File: src/pdc_map.svh
// Offsets, field positions and reset values of the PWM block.
// Assumes inclusion by the design, checker and bench.
`ifndef PDC_MAP_SVH
`define PDC_MAP_SVH
// Word byte addresses on the Avalon-MM slave
`define PDC_DUTY1_OFS 8'h00
`define PDC_DUTY2_OFS 8'h04
`define PDC_DUTY3_OFS 8'h08
`define PDC_DUTY4_OFS 8'h0C
`define PDC_TBCTRL_OFS 8'h10
`define PDC_OUTCTRL_OFS 8'h14
`define PDC_UPDCTRL_OFS 8'h18
`define PDC_DTVAL_OFS 8'h1C
`define PDC_DTSEL_OFS 8'h20
`define PDC_STATUS_OFS 8'h24
// Time base control fields
`define PDC_TB_RUN_BIT 0
`define PDC_TB_MODE_LSB 1
// Update control fields
`define PDC_UPD_BLOCK_BIT 0
`define PDC_UPD_IMM_BIT 1
// Dead-time value fields: A value [5:0], A prescale [7:6], B [13:8], [15:14]
`define PDC_DTA_LSB 0
`define PDC_DEADTIME_A_PRESCALE_LSB 6
`define PDC_DTB_LSB 8
`define PDC_DEADTIME_B_PRESCALE_LSB 14
// Reset values
`define PDC_DUTY_RST 16'h0000
`define PDC_CTRL_RST 16'h0000
`define PDC_UNMAPPED_RD 32'h0000_0000
`endif

File: src/pdc_pkg.sv
// Types shared by the PWM duty-compare and dead-time block.
// Assumes the map header sits in the same folder.
package pdc_pkg;
    // Time base modes
    typedef enum logic [1:0] {
        PDC_FREE_RUN = 2'h0,
        PDC_SINGLE_SHOT = 2'h1,
        PDC_UP_DOWN = 2'h2,
        PDC_UP_DOWN_DBL = 2'h3
    } pdc_mode_t;
    // Dead-time generator states, one-hot
    typedef enum logic [2:0] {
        PDC_DT_IDLE = 3'b001,
        PDC_DT_COUNT = 3'b010,
        PDC_DT_DONE = 3'b100
    } pdc_dt_state_t;
    // Timer view handed in by the period timer
    typedef struct packed {
        logic [14:0] count;
        logic countDown;
        logic [14:0] period;
        logic atZero;
        logic periodMatch;
    } pdc_timer_t;
    // One output pair
    typedef struct packed {
        logic high;
        logic low;
    } pdc_pair_t;
endpackage

File: src/pdc_pwm_duty_deadtime.sv
// Four-channel duty compare, double-buffered duties and dead-time insertion.
// Assumes a period timer on sys_clk
// and an Avalon-MM master on the same clock.
`timescale 1ns/100ps
`include "pdc_map.svh"

// Functional notes
// RULE1: Edge mode: on at zero, off at match
// RULE2: Edge: zero never on, above period always
// RULE3: Up/down: down match on, up match off
// RULE4: Center: zero never on, equal period always
// RULE5: Four 16-bit duty registers, one each
// RULE6: Duty LSB picks early or late edge
// RULE7: Buffer plus separate active compare register
// RULE8: Edge mode loads at period match reset
// RULE9: Run off copies buffers; edge needs unblocked
// RULE10: Up/down loads at zero counting up
// RULE11: Double update loads at zero and period
// RULE12: Immediate enable applies writes at once
// RULE13: Immediate write shortens, lengthens or starts pulse; the start test compares the old active value, not the new one
// RULE14: Generator n drives pair n, low complemented
// RULE15: Independent bit clear selects complementary; reset
// RULE16: Optional dead interval holds both outputs off
// RULE17: Two dead-time values, edge or pair use
// RULE18: Per pair active and inactive edge selects
// RULE19: Six-bit down counter fed by edge detectors
// RULE20: Per value prescale of 1,2,4,8 cycles
// RULE21: Prescalers clear on load, config write, reset
// RULE22: Software keeps dead-time config while running
// RULE23: Mode field: free, single, updown, double
// RULE24: Update block stops buffered transfers
// RULE25: Edge loads count; activating output held off
module pdc_pwm_duty_deadtime import pdc_pkg::*; #(
    parameter int NUM_CH = 4,
    parameter int DUTY_W = 16,
    parameter int DT_W = 6
) (
    input wire logic sys_clk,
    input wire logic resetn,
    input wire logic [7:0] avs_address,
    input wire logic avs_read,
    input wire logic avs_write,
    input wire logic [31:0] avs_writedata,
    input wire logic [3:0] avs_byteenable,
    output logic [31:0] avs_readdata,
    output logic avs_waitrequest,
    input wire pdc_timer_t timerIn,
    output logic timebaseRun,
    output logic [1:0] timebaseModeSel,
    output logic [NUM_CH-1:0] pairHighOut,
    output logic [NUM_CH-1:0] pairLowOut
);
    logic [DUTY_W-1:0] dutyBuf_r [NUM_CH];
    logic [DUTY_W-1:0] dutyAct_r [NUM_CH];
    logic [15:0] tbCtrl_r;
    logic [15:0] outCtrl_r;
    logic [15:0] updCtrl_r;
    logic [15:0] dtVal_r;
    logic [15:0] dtSel_r;
    logic ack_r;
    logic [31:0] rdData_r;
    logic [NUM_CH-1:0] cmpOut_r;
    logic [NUM_CH-1:0] cmpPrev_r;
    logic [NUM_CH-1:0] dutyWr;
    logic [NUM_CH-1:0] dtLoad;
    logic [2:0] presA_r;
    logic [2:0] presB_r;
    logic tickA;
    logic tickB;
    logic dtCfgWr;
    logic runBit;
    logic updBlock;
    logic immUpd;
    logic edgeMode;
    logic loadEvent;
    logic [15:0] wrData16;

    // One wait state: request is answered the cycle after it is seen
    assign avs_waitrequest = (avs_read | avs_write) & ~ack_r;
    always_ff @(posedge sys_clk) begin
        if (!resetn) begin
            ack_r <= 1'b0;
        end else begin
            ack_r <= (avs_read | avs_write) & ~ack_r;
        end
    end

    // Byte lanes merge into the low half; upper half has no storage
    function automatic logic [15:0] merge16(input logic [15:0] old,
                                            input logic [31:0] wd,
                                            input logic [3:0] be);
        logic [15:0] res;
        res = old;
        if (be[0]) begin
            res[7:0] = wd[7:0];
        end
        if (be[1]) begin
            res[15:8] = wd[15:8];
        end
        return res;
    endfunction

    // Writes are taken at the edge that ends the wait
    logic wrStrobe;
    assign wrStrobe = avs_write & ack_r;
    assign wrData16 = avs_writedata[15:0];
    assign dtCfgWr = wrStrobe & ((avs_address == `PDC_DTVAL_OFS) |
                                 (avs_address == `PDC_DTSEL_OFS));

    // Control registers
    always_ff @(posedge sys_clk) begin
        if (!resetn) begin
            tbCtrl_r <= `PDC_CTRL_RST;
            outCtrl_r <= `PDC_CTRL_RST;
            updCtrl_r <= `PDC_CTRL_RST;
            dtVal_r <= `PDC_CTRL_RST;
            dtSel_r <= `PDC_CTRL_RST;
        end else if (wrStrobe) begin
            case (avs_address)
                `PDC_TBCTRL_OFS: tbCtrl_r <= merge16(tbCtrl_r, avs_writedata,
                                                     avs_byteenable);
                `PDC_OUTCTRL_OFS: outCtrl_r <= merge16(outCtrl_r,
                                             avs_writedata, avs_byteenable);
                `PDC_UPDCTRL_OFS: updCtrl_r <= merge16(updCtrl_r,
                                             avs_writedata, avs_byteenable);
                `PDC_DTVAL_OFS: dtVal_r <= merge16(dtVal_r, avs_writedata,
                                                   avs_byteenable);
                `PDC_DTSEL_OFS: dtSel_r <= merge16(dtSel_r, avs_writedata,
                                                   avs_byteenable);
                default: ;
            endcase
        end
    end

    // RULE23: mode field decode
    assign runBit = tbCtrl_r[`PDC_TB_RUN_BIT];
    assign timebaseRun = runBit;
    assign timebaseModeSel = tbCtrl_r[`PDC_TB_MODE_LSB +: 2];
    assign edgeMode = (timebaseModeSel == PDC_FREE_RUN) |
                      (timebaseModeSel == PDC_SINGLE_SHOT);
    assign updBlock = updCtrl_r[`PDC_UPD_BLOCK_BIT];
    assign immUpd = updCtrl_r[`PDC_UPD_IMM_BIT];

    // Period-boundary load point per mode
    always_comb begin
        case (timebaseModeSel)
            // RULE8: edge load at match
            PDC_FREE_RUN, PDC_SINGLE_SHOT: loadEvent = timerIn.periodMatch;
            // RULE10: zero, counting up
            PDC_UP_DOWN: loadEvent = timerIn.atZero;
            // RULE11: zero and period
            PDC_UP_DOWN_DBL: loadEvent = timerIn.atZero |
                                         timerIn.periodMatch;
            default: loadEvent = 1'b0;
        endcase
    end

    // Read data registered, so it stands at the edge waitrequest drops
    always_ff @(posedge sys_clk) begin
        if (!resetn) begin
            rdData_r <= `PDC_UNMAPPED_RD;
        end else begin
            case (avs_address)
                `PDC_DUTY1_OFS: rdData_r <= {16'h0000, dutyBuf_r[0]};
                `PDC_DUTY2_OFS: rdData_r <= {16'h0000, dutyBuf_r[1]};
                `PDC_DUTY3_OFS: rdData_r <= {16'h0000, dutyBuf_r[2]};
                `PDC_DUTY4_OFS: rdData_r <= {16'h0000, dutyBuf_r[3]};
                `PDC_TBCTRL_OFS: rdData_r <= {16'h0000, tbCtrl_r};
                `PDC_OUTCTRL_OFS: rdData_r <= {16'h0000, outCtrl_r};
                `PDC_UPDCTRL_OFS: rdData_r <= {16'h0000, updCtrl_r};
                `PDC_DTVAL_OFS: rdData_r <= {16'h0000, dtVal_r};
                `PDC_DTSEL_OFS: rdData_r <= {16'h0000, dtSel_r};
                `PDC_STATUS_OFS: rdData_r <= {24'h00_0000, pairLowOut,
                                              pairHighOut};
                default: rdData_r <= `PDC_UNMAPPED_RD;
            endcase
        end
    end
    assign avs_readdata = rdData_r;

    // RULE22: config assumed stable while running
    // Dead-time prescalers; a tick every 1,2,4 or 8 cycles
    logic [NUM_CH-1:0] anyLoad;
    assign anyLoad = dtLoad;
    always_ff @(posedge sys_clk) begin
        if (!resetn) begin
            presA_r <= 3'h0;
            presB_r <= 3'h0;
        end else if (dtCfgWr || (|anyLoad)) begin
            // RULE21: prescaler clear events
            presA_r <= 3'h0;
            presB_r <= 3'h0;
        end else begin
            presA_r <= presA_r + 3'h1;
            presB_r <= presB_r + 3'h1;
        end
    end

    // RULE20: prescale select 1/2/4/8
    function automatic logic presTick(input logic [2:0] cnt,
                                      input logic [1:0] sel);
        logic [2:0] mask;
        mask = 3'((4'h1 << sel) - 4'h1);
        return (cnt & mask) == mask;
    endfunction
    assign tickA = presTick(presA_r, dtVal_r[`PDC_DEADTIME_A_PRESCALE_LSB +: 2]);
    assign tickB = presTick(presB_r, dtVal_r[`PDC_DEADTIME_B_PRESCALE_LSB +: 2]);

    genvar g;
    generate
        for (g = 0; g < NUM_CH; g++) begin : gCh
            logic [DUTY_W-1:0] act;
            logic [15:0] dutyHalf;
            logic late;
            logic matchNow;
            logic matchLate_r;
            logic cmpNxt;
            logic [DT_W-1:0] dtCnt_r;
            logic [DT_W-1:0] dtLoadVal;
            logic dtTick;
            logic dead;
            pdc_dt_state_t dtState_r;

            // RULE5: one 16-bit duty register per generator
            assign dutyWr[g] = wrStrobe &&
                (avs_address == 8'(g * 4));

            // RULE7: buffer written by software
            always_ff @(posedge sys_clk) begin
                if (!resetn) begin
                    dutyBuf_r[g] <= `PDC_DUTY_RST;
                end else if (dutyWr[g]) begin
                    dutyBuf_r[g] <= merge16(dutyBuf_r[g], avs_writedata,
                                            avs_byteenable);
                end
            end

            // Active compare register transfer
            always_ff @(posedge sys_clk) begin
                if (!resetn) begin
                    dutyAct_r[g] <= `PDC_DUTY_RST;
                end else if (immUpd && dutyWr[g]) begin
                    // RULE12: immediate update
                    dutyAct_r[g] <= merge16(dutyBuf_r[g], avs_writedata,
                                            avs_byteenable);
                end else if (!runBit && !(edgeMode && updBlock)) begin
                    // RULE9: continuous copy while stopped
                    dutyAct_r[g] <= dutyBuf_r[g];
                end else if (runBit && loadEvent && !updBlock) begin
                    // RULE24: block stops period loads
                    dutyAct_r[g] <= dutyBuf_r[g];
                end
            end

            // RULE6: duty holds half counts; LSB delays edge half a count
            assign act = dutyAct_r[g];
            assign dutyHalf = {1'b0, act[15:1]};
            assign late = act[0];
            assign matchNow = (dutyHalf == {1'b0, timerIn.count});

            // Compare next state; RULE13 falls out of comparing live value
            always_comb begin
                cmpNxt = cmpOut_r[g];
                if (edgeMode) begin
                    // RULE2: zero off, above period on
                    if (act == 16'h0000) begin
                        cmpNxt = 1'b0;
                    end else if (dutyHalf > {1'b0, timerIn.period}) begin
                        cmpNxt = 1'b1;
                    end else if (matchNow && !late) begin
                        cmpNxt = 1'b0;
                    // RULE1: on at count zero
                    end else if (timerIn.count == 15'h0000) begin
                        cmpNxt = 1'b1;
                    end else if (matchLate_r) begin
                        cmpNxt = 1'b0;
                    // RULE13: inactive, pre-write active value above count
                    end else if (dutyHalf > {1'b0, timerIn.count} &&
                                 immUpd && dutyWr[g]) begin
                        cmpNxt = 1'b1;
                    end
                end else begin
                    // RULE4: zero off, equal period on
                    if (act == 16'h0000) begin
                        cmpNxt = 1'b0;
                    end else if (dutyHalf == {1'b0, timerIn.period}) begin
                        cmpNxt = 1'b1;
                    // RULE3: direction decides match action
                    end else if (matchNow) begin
                        cmpNxt = timerIn.countDown;
                    end
                end
            end

            // Compare output and the half-count late edge
            always_ff @(posedge sys_clk) begin
                if (!resetn) begin
                    cmpOut_r[g] <= 1'b0;
                    cmpPrev_r[g] <= 1'b0;
                    matchLate_r <= 1'b0;
                end else begin
                    cmpOut_r[g] <= cmpNxt;
                    cmpPrev_r[g] <= cmpOut_r[g];
                    matchLate_r <= edgeMode & matchNow & late;
                end
            end

            // RULE19: edge detector loads down counter
            assign dtLoad[g] = cmpOut_r[g] ^ cmpPrev_r[g];
            // RULE18: per-pair edge select; RULE17: value A or B
            always_comb begin
                if ((cmpOut_r[g] ? dtSel_r[2*g] : dtSel_r[2*g+1]) == 1'b0)
                begin
                    dtLoadVal = dtVal_r[`PDC_DTA_LSB +: DT_W];
                    dtTick = tickA;
                end else begin
                    dtLoadVal = dtVal_r[`PDC_DTB_LSB +: DT_W];
                    dtTick = tickB;
                end
            end

            // RULE25: dead-time counter state machine
            always_ff @(posedge sys_clk) begin
                if (!resetn) begin
                    dtState_r <= PDC_DT_IDLE;
                    dtCnt_r <= '0;
                end else if (dtLoad[g]) begin
                    dtCnt_r <= dtLoadVal;
                    dtState_r <= (dtLoadVal == '0) ? PDC_DT_IDLE
                                                   : PDC_DT_COUNT;
                end else begin
                    case (dtState_r)
                        PDC_DT_IDLE: ;
                        PDC_DT_COUNT: begin
                            if (dtTick) begin
                                dtCnt_r <= dtCnt_r - 1'b1;
                                if (dtCnt_r == 6'(1)) begin
                                    dtState_r <= PDC_DT_DONE;
                                end
                            end
                        end
                        PDC_DT_DONE: begin
                            // Spare cycle
                            dtState_r <= PDC_DT_IDLE;
                        end
                        default: dtState_r <= PDC_DT_IDLE;
                    endcase
                end
            end

            // Load cycle is the first dead one; it masks both the rising and the falling side
            assign dead = dtLoad[g] ? (dtLoadVal != '0) :
                (dtState_r == PDC_DT_COUNT) & ~(dtCnt_r == 6'(1) & dtTick);

            // RULE14: pair n from generator n, low complemented
            // RULE15: independent bit clear gives complementary
            // RULE16: dead interval holds both off
            always_ff @(posedge sys_clk) begin
                if (!resetn) begin
                    pairHighOut[g] <= 1'b0;
                    pairLowOut[g] <= 1'b0;
                end else if (outCtrl_r[g]) begin
                    pairHighOut[g] <= cmpOut_r[g];
                    pairLowOut[g] <= cmpOut_r[g];
                end else begin
                    // Same lag as the compare
                    pairHighOut[g] <= cmpOut_r[g] & ~dead;
                    pairLowOut[g] <= ~cmpOut_r[g] & ~dead;
                end
            end
        end
    endgenerate
endmodule

File: config.mk
export PLATFORM = sky130hd
export DESIGN_NAME = pdc_pwm_duty_deadtime
export DESIGN_NICKNAME = d
export VERILOG_FILES = /design/src/pdc_pkg.sv /design/src/pdc_pwm_duty_deadtime.sv
export VERILOG_INCLUDE_DIRS = /design/src
export SDC_FILE = /design/constraint.sdc
export NUM_CORES = 1
export LEC_CHECK = 0
export BUFFER_PORTS_ARGS = -buffer_cell sky130_fd_sc_hd__buf_2
export CAP_MARGIN = 40
export CORE_MARGIN = 8
export CORE_UTILIZATION = 57
export CTS_BUF_LIST = sky130_fd_sc_hd__clkbuf_4 sky130_fd_sc_hd__clkbuf_8
export CTS_CLUSTER_DIAMETER = 100
export DETAILED_ROUTE_END_ITERATION = 12
export PLACE_DENSITY = 0.79
export REMOVE_ABC_BUFFERS = 1
export SLEW_MARGIN = 5
export SYNTH_ARGS = -nofsm -noshare
export SYNTH_HDL_FRONTEND = slang
export SYNTH_SLANG_ARGS = --single-unit
File: constraint.sdc
create_clock -name sys_clk -period 2.85 [get_ports sys_clk]
set_input_delay 0.57 -clock sys_clk [delete_from_list [all_inputs] [get_ports sys_clk]]
set_output_delay 0.57 -clock sys_clk [all_outputs]
set_load 0.005 [all_outputs]
# --- After elaboration in Yosys (flattened, before gate mapping) ---
# Memory sizes are Yosys's and may differ from the RTL's.
# Index checks and enable logic that the tools add are counted.
classes:
  mul: 0
  n_reduce_logical: 84
  add_sub_neg: 8
  div: 0
  order_cmp: 8
  shift: 2
  n_eq_ne: 50
  muxes: 206
  n_bitwise: 67
op_table:
  columns: ["cell", "count"]
  rows:
  - ["$mux W8", 40]
  - ["$mux W16", 16]
  - ["$pmux W16 S10", 1]
  - ["$eq A15 B15 Y1", 8]
  - ["$gt A15 B15 Y1", 8]
  - ["$mux W1", 112]
  - ["$mux W6", 16]
  - ["$logic_not A16 Y1", 4]
  - ["$reduce_and A3 Y1", 14]
  - ["$mux W3", 12]
  - ["$eq A8 B5 Y1 const B", 4]
  - ["$ne A7 B1 Y1 const B", 4]
  - ["$and A1 B1 Y1", 27]
  - ["$eq A6 B1 Y1 const B", 4]
  - ["$logic_and A1 B1 Y1", 24]
  - ["$logic_not A6 Y1", 4]
  - ["$ne A3 B3 Y1 const B", 8]
  - ["$pmux W3 S2", 4]
  - ["$reduce_bool A6 Y1", 4]
  - ["$sub A6 B1 Y6 const B", 4]
  - ["$or A1 B1 Y1", 20]
  - ["$eq A8 B4 Y1 const B", 2]
  - ["$eq A8 B6 Y1 const B", 2]
  - ["$reduce_and A2 Y1", 8]
  - ["24 further kinds", 75]
word_totals:
  register_bits: 175
  latch_bits: 0
  mem_count: 2
  output_inout_bits: 44
  in_bits: 81
  ramBits: 128
  romBits: 0
memory_table:
  columns: ["memory", "words", "word_bits", "read_ports", "rd_clocked_by_memory_dff", "write_ports", "line", "text"]
  rows:
  - ["dutyAct_r", 4, 16, 4, 0, 4, "pdc_pwm_duty_deadtime.sv:54", "logic [DUTY_W-1:0] dutyAct_r [NUM_CH];"]
  - ["dutyBuf_r", 4, 16, 4, 0, 4, "pdc_pwm_duty_deadtime.sv:53", "logic [DUTY_W-1:0] dutyBuf_r [NUM_CH];"]

# --- Logic depth before layout (Yosys ltp) ---
# Gate-level depths: netlist (run 1).
logic_depth:
  ltp_word: 12
  mapped_depth: 9
  ltp_nobuf: 9

# --- Worst setup path after synthesis (run 1) ---
# No wires, ideal clock.
synth_timing:
  path_kind: "input to register"
  startpoint: "input avs_address[4]"
  endpoint: "memory dutyAct_r[3][0], enable pin"
  cell_stages: 4
  arrival_ns: 2.465
  t_required_ns: 2.439
  setup_ns: 0.411
  path_buffers: 0
  path_slack_ns: -0.026
  cell_sequence: "nor4_2 -> and3_1 -> nand2_1 -> o21ai_0"
synth_lines:
  columns: ["item", "line", "text"]
  rows:
  - ["start, declared", "pdc_pwm_duty_deadtime.sv:40", "input wire logic [7:0] avs_address,"]
  - ["end, declared", "pdc_pwm_duty_deadtime.sv:54", null]

==> results of run 1 <==
flip-flops by register name (all words and copies together) (netlist names):
register / count
dutyAct_r: 64
gCh.matchLate_r: 4
tbCtrl_r: 16
updCtrl_r: 16
presB_r: 3
dutyBuf_r: 64
pairLowOut: 4
gCh.dtState_r: 12
gCh.dtCnt_r: 24
pairHighOut: 4
ack_r: 1
cmpOut_r: 4
avs_readdata: 16
outCtrl_r: 16
cmpPrev_r: 4
presA_r: 3
dtSel_r: 16
dtVal_r: 16
cell families after synthesis:
logic type,count (synthesis),synth area share [%]
AND/OR/NAND/NOR,560,17.1
AO/OA/AOI/OAI,438,17.1
flip-flops,287,42.7
buffers and inverters,158,4.21
adder cells (fa/ha/maj),130,9.89
multiplexers,113,7.29
XOR/XNOR,30,1.60
other,1,0.0228
worst paths after layout:
kind | from | end | cells after the start
worst max register to register | dutyAct_r[2][15] | cmpOut_r[2] | 8
worst max-delay path | dutyAct_r[2][15] | cmpOut_r[2] | 8
worst min register to register | updCtrl_r[6] | updCtrl_r[6] | 2
worst min-delay path | avs_read | ack_r | 3
cells in the mapped netlist, drive strengths merged, types with 48 or more instances:
cell type	number	share of area, %
nand2b	70	2.7
o21ai	70	2.2
mux2i	98	6.3
dfxtp	159	19
a22o	48	2.6
ha	130	9.9
a21oi	183	5.8
nand2	168	3.8
clkbuf	60	1.4
nor2	137	3.1
edfxtp	128	23
inv	53	1.2
report_power, final:
| group | total [mW] | switching [mW] | internal, mW |
|---|---|---|---|
| registers | 4.62 | 0.178 | 4.44 |
| clock network | 3.75 | 1.63 | 2.11 |
| logic | 1.06 | 0.643 | 0.421 |
per-layer routing:
layer	global-route usage [%]	routed length (um)
met5	0	0
met4	13.5	2170
met3	3.79	4360
met2	48.9	24200
met1	35.8	19500
layout make-up:
class / instances / share of cell area (%)
clock inverter: 10 / 0.404
timing repair buffer: 178 / 6.04
inverter: 53 / 1.08
tap: 384 / 2.58
multi-input combinational: 1287 / 47.2
sequential: 287 / 37.8
clock buffer: 72 / 4.89
worst max-delay path: stages, from the launching register on:
cell      delay (ns)
edfxtp_1        0.49
ha_1            0.37
nand4_1         0.20
or4_1           0.61
o21ai_0         0.10
a21oi_1         0.07
o41ai_1         0.28
o211ai_1        0.16
mux2_1          0.34
through the flow:
step,worst slack [ns],area [um2],std cells
6_report,0.142,18600,2271
3_5_place_dp,-0.0489,17600,2189
4_1_cts,0.156,18600,2271
3_3_place_gp,-0.137,17600,2188
5_1_grt,-0.0128,18600,2271
2_1_floorplan,-0.435,16000,1627
==> impl_metrics.ini, run 1 <==
[layout]
antennaDiodeCount = 0
layout_commonest_cell = a21oi_1
layout_common_cells = a21oi_1 (177), nand2_1 (168), dfxtp_1 (159), nor2_1 (136), ha_1 (130)
fin_nets = 2065
utilization_pct = 65.2
multi_input_area_mm2 = 0.00879
fillers = 2329
syn_to_final_growth_pct = 13.1
regArea_mm2 = 0.00703
drive_gt1_share_pct = 15.7

[placement]
place_congestion = 0.980
hpwl_um = 38400
io_buffer_count = 90

[cts]
clock_latency_ns = 0.57
post_cts_buffers = 0
ctsLongestPathBuffers = 3
cts_tree = done
hold_buffers = 0
cts.repair.resized = 0
htree_levels = 2
cts_buffers = 47
root_buffer = clkbuf_8
cts_sinks = 287
clk_pin_slew_ns = 0.07

[sta]
skew_ns = 0.0407
hold_viol_final = 0
worst_pin_slew_ns = 0.803
fmax_ghz = 0.369
fin_crit_sh_pct = 95.0
slew_headroom_pct = 46.0
setup_tns_ns = 0
fin_hold_ws_ns = 0.310
fin_crit_ns = 2.71
setup_viol = 0
rsz0062_at_grt = yes
finalMaxSlewViolations = 0

[floorplan]
fp.dieH_um = 186
core_area_mm2 = 0.0285
die_w_um = 186
num_rows = 62
die_area_mm2 = 0.0346
boundaryPins = 125
initial_core_util_pct = 57.6

[route]
ant_nets = 0
drt_pass1_iterations = 6
drc_errors = 0
vias_per_cell = 6.32
wl_per_cell_um = 22.1
drtIter0Drc = 1719
via_count = 14349
totalWireLength_um = 50200

[worst_setup_path]
crit_fanout = 3
setup.worst_path.start_class = register
cp-end-kind = register
crit_type = register to register
r2r_slack_ns = 0.14
critPathArrivalTime_ns = 3.17
required_ns = 3.31

[synthesis]
synth_cells = 1717
synth-seq-area-share_pct = 42.7
synthArstFlopShare_pct = 0
postSynthAreaPerCell_um2 = 9.58
yosysWarnings = 0
synth-seq-cells = 287
synthDistinctLibCells = 69
synth_edf_count = 128
dominantRegCellSynth = dfxtp_1
syn_area_mm2 = 0.0164

[power]
power_leakage_nw = 7.65
vdd_drop_max_v = 0.000435
total_power_mw = 9.43
power_density_mw_per_mm2 = 507

[global_routing]
grt.total_usage_pct = 28.8
grt_max_degree = 61
grt_pass1_vias = 14155
antenna_found_initial = 0
grt.overflow.total = 0
grt_pass1_wl_um = 77600

[hold_path]
hold_path_class = primary input to register

[run_status]
status = complete, no violations

[job]
maxCapViolations = 0
Note: power is estimated with default switching activity, not from simulation.
==> inputs of run 2 (changes only) <==
GPL_TIMING_DRIVEN = 0   (was unset)
==> impl_metrics.ini, run 2 (synthesis gave the netlist of run 1 again) <==
[floorplan]
die_w_um = 186
die_area_mm2 = 0.0346
initial_core_util_pct = 57.6
boundaryPins = 125
fp.dieH_um = 186
num_rows = 62
core_area_mm2 = 0.0285

[route]
drc_errors = 0
via_count = 14075
totalWireLength_um = 49200
drt_pass1_iterations = 7
vias_per_cell = 6.42
ant_nets = 0
wl_per_cell_um = 22.5
drtIter0Drc = 1580

[sta]
fin_crit_ns = 2.79
slew_headroom_pct = 41.7
setup_tns_ns = 0
hold_viol_final = 0
worst_pin_slew_ns = 0.867
finalMaxSlewViolations = 0
setup_viol = 0
fmax_ghz = 0.358
rsz0062_at_grt = no
fin_crit_sh_pct = 98.0
skew_ns = 0.0241

[global_routing]
grt_pass1_vias = 13812
grt-busiest-layer = met2
globalRouteMet3Util_pct = 4.53
grt.overflow.total = 0
antenna_found_initial = 1
grtUsageMet2_pct = 46.4
grt_max_degree = 60
use_met1_pct = 34.2
grt_pass1_wl_um = 75700
grt.total_usage_pct = 28.0

[worst_setup_path]
required_ns = 3.27
cp_slowest_cell = or4_4
critPathMaxStageDelay_ns = 0.63
critPathArrivalTime_ns = 3.22
crit_type = register to register
setup.worst_path.start_class = register
cp-end-kind = register
cp_cell_sequence = ha_1, nand4_1, or4_4, o21ai_0, a21oi_1, o41ai_2, o211ai_1, mux2_2
crit_fanout = 4

[layout]
antennaDiodeCount = 0
fin_nets = 1986
stdcell_count = 2191
fillers = 2332
layout_commonest_cell = a21oi_1
drive_gt1_share_pct = 13.3
largestRegisters = dutyAct_r x64, dutyBuf_r x64, gCh.dtCnt_r x24
layout_common_cells = a21oi_1 (177), nand2_1 (167), dfxtp_1 (158), nor2_1 (136), ha_1 (130)
syn_to_final_growth_pct = 10.2

[power]
vdd_drop_max_v = 0.000426
power_density_mw_per_mm2 = 509
power_leakage_nw = 7.32

[hold_path]
hold_path_class = primary input to register

[cts]
ctsLongestPathBuffers = 3
cts_sinks = 287
cts_tree = done
clock_latency_ns = 0.56
cts_buffers = 43
htree_levels = 2
clk_pin_slew_ns = 0.06
root_buffer = clkbuf_8

[placement]
place_congestion = 0.950
dp_cells = 2111
hpwl_um = 36800
io_buffer_count = 90

[run_status]
status = complete, no violations

[job]
maxCapViolations = 0
-- run 2: what timing repair did --
item	in CTS	in global routing
endpoints found under the setup margin	80	21
resized for setup	12	11
pin swaps	2	3
buffers inserted	2	0
hold buffers	0	0
endpoints found under the hold margin	0	0
-- run 2: layout make-up --
type,instances,area [um2],area share (%)
multi-input combinational,1287,8890,49.0
clock inverter,7,41.3,0.228
timing repair buffer,103,596,3.28
sequential,287,7030,38.8
clock buffer,70,895,4.93
tap,384,480,2.65
inverter,53,201,1.11
-- run 2: worst max-delay path, delay by kind of cell, from the launching register on --
kind | cells | cell delay, ns
flip-flops | 1 | 0.45
AO/OA/AOI/OAI | 4 | 0.67
adder cells (fa/ha/maj) | 1 | 0.33
AND/OR/NAND/NOR | 2 | 0.85
multiplexers | 1 | 0.37
-- run 2: path summary, 6_finish.rpt --
path	start	to	slack, ns	depth (start not counted)
setup / recovery	dutyAct_r[2][13]	cmpOut_r[2]	0.06	8
hold / removal	avs_read	ack_r	0.31	3
setup reg to reg	dutyAct_r[2][13]	cmpOut_r[2]	0.06	8
hold reg to reg	gCh[3].dtState_r[0]	gCh[3].dtState_r[1]	0.45	1
-- run 2: routing by layer --
metal	share of wire, %	wire, um
met5	0.020	10
met2	47	23000
met3	8.8	4330
met1	39	19000
met4	5.9	2880
-- run 2: through the flow --
stage	utilization, %	worst slack [ns]	total power, mW	instance area [um2]	hold WS (ns)
after floorplan	-	-0.435	5.26	16000	0.418
after global placement	59.3	-2.07	5.63	16900	0.419
after detailed placement	59.8	-0.835	5.69	17100	0.438
after CTS	63.3	0.000993	9.22	18100	0.296
after global routing	63.5	0.00265	9.53	18100	0.350
final	63.5	0.0579	9.23	18100	0.310
-- run 2: power breakdown --
group,internal (mW),switching (mW)
registers,4.44,0.170
logic,0.391,0.650
clock network,1.99,1.59
total,6.82,2.41
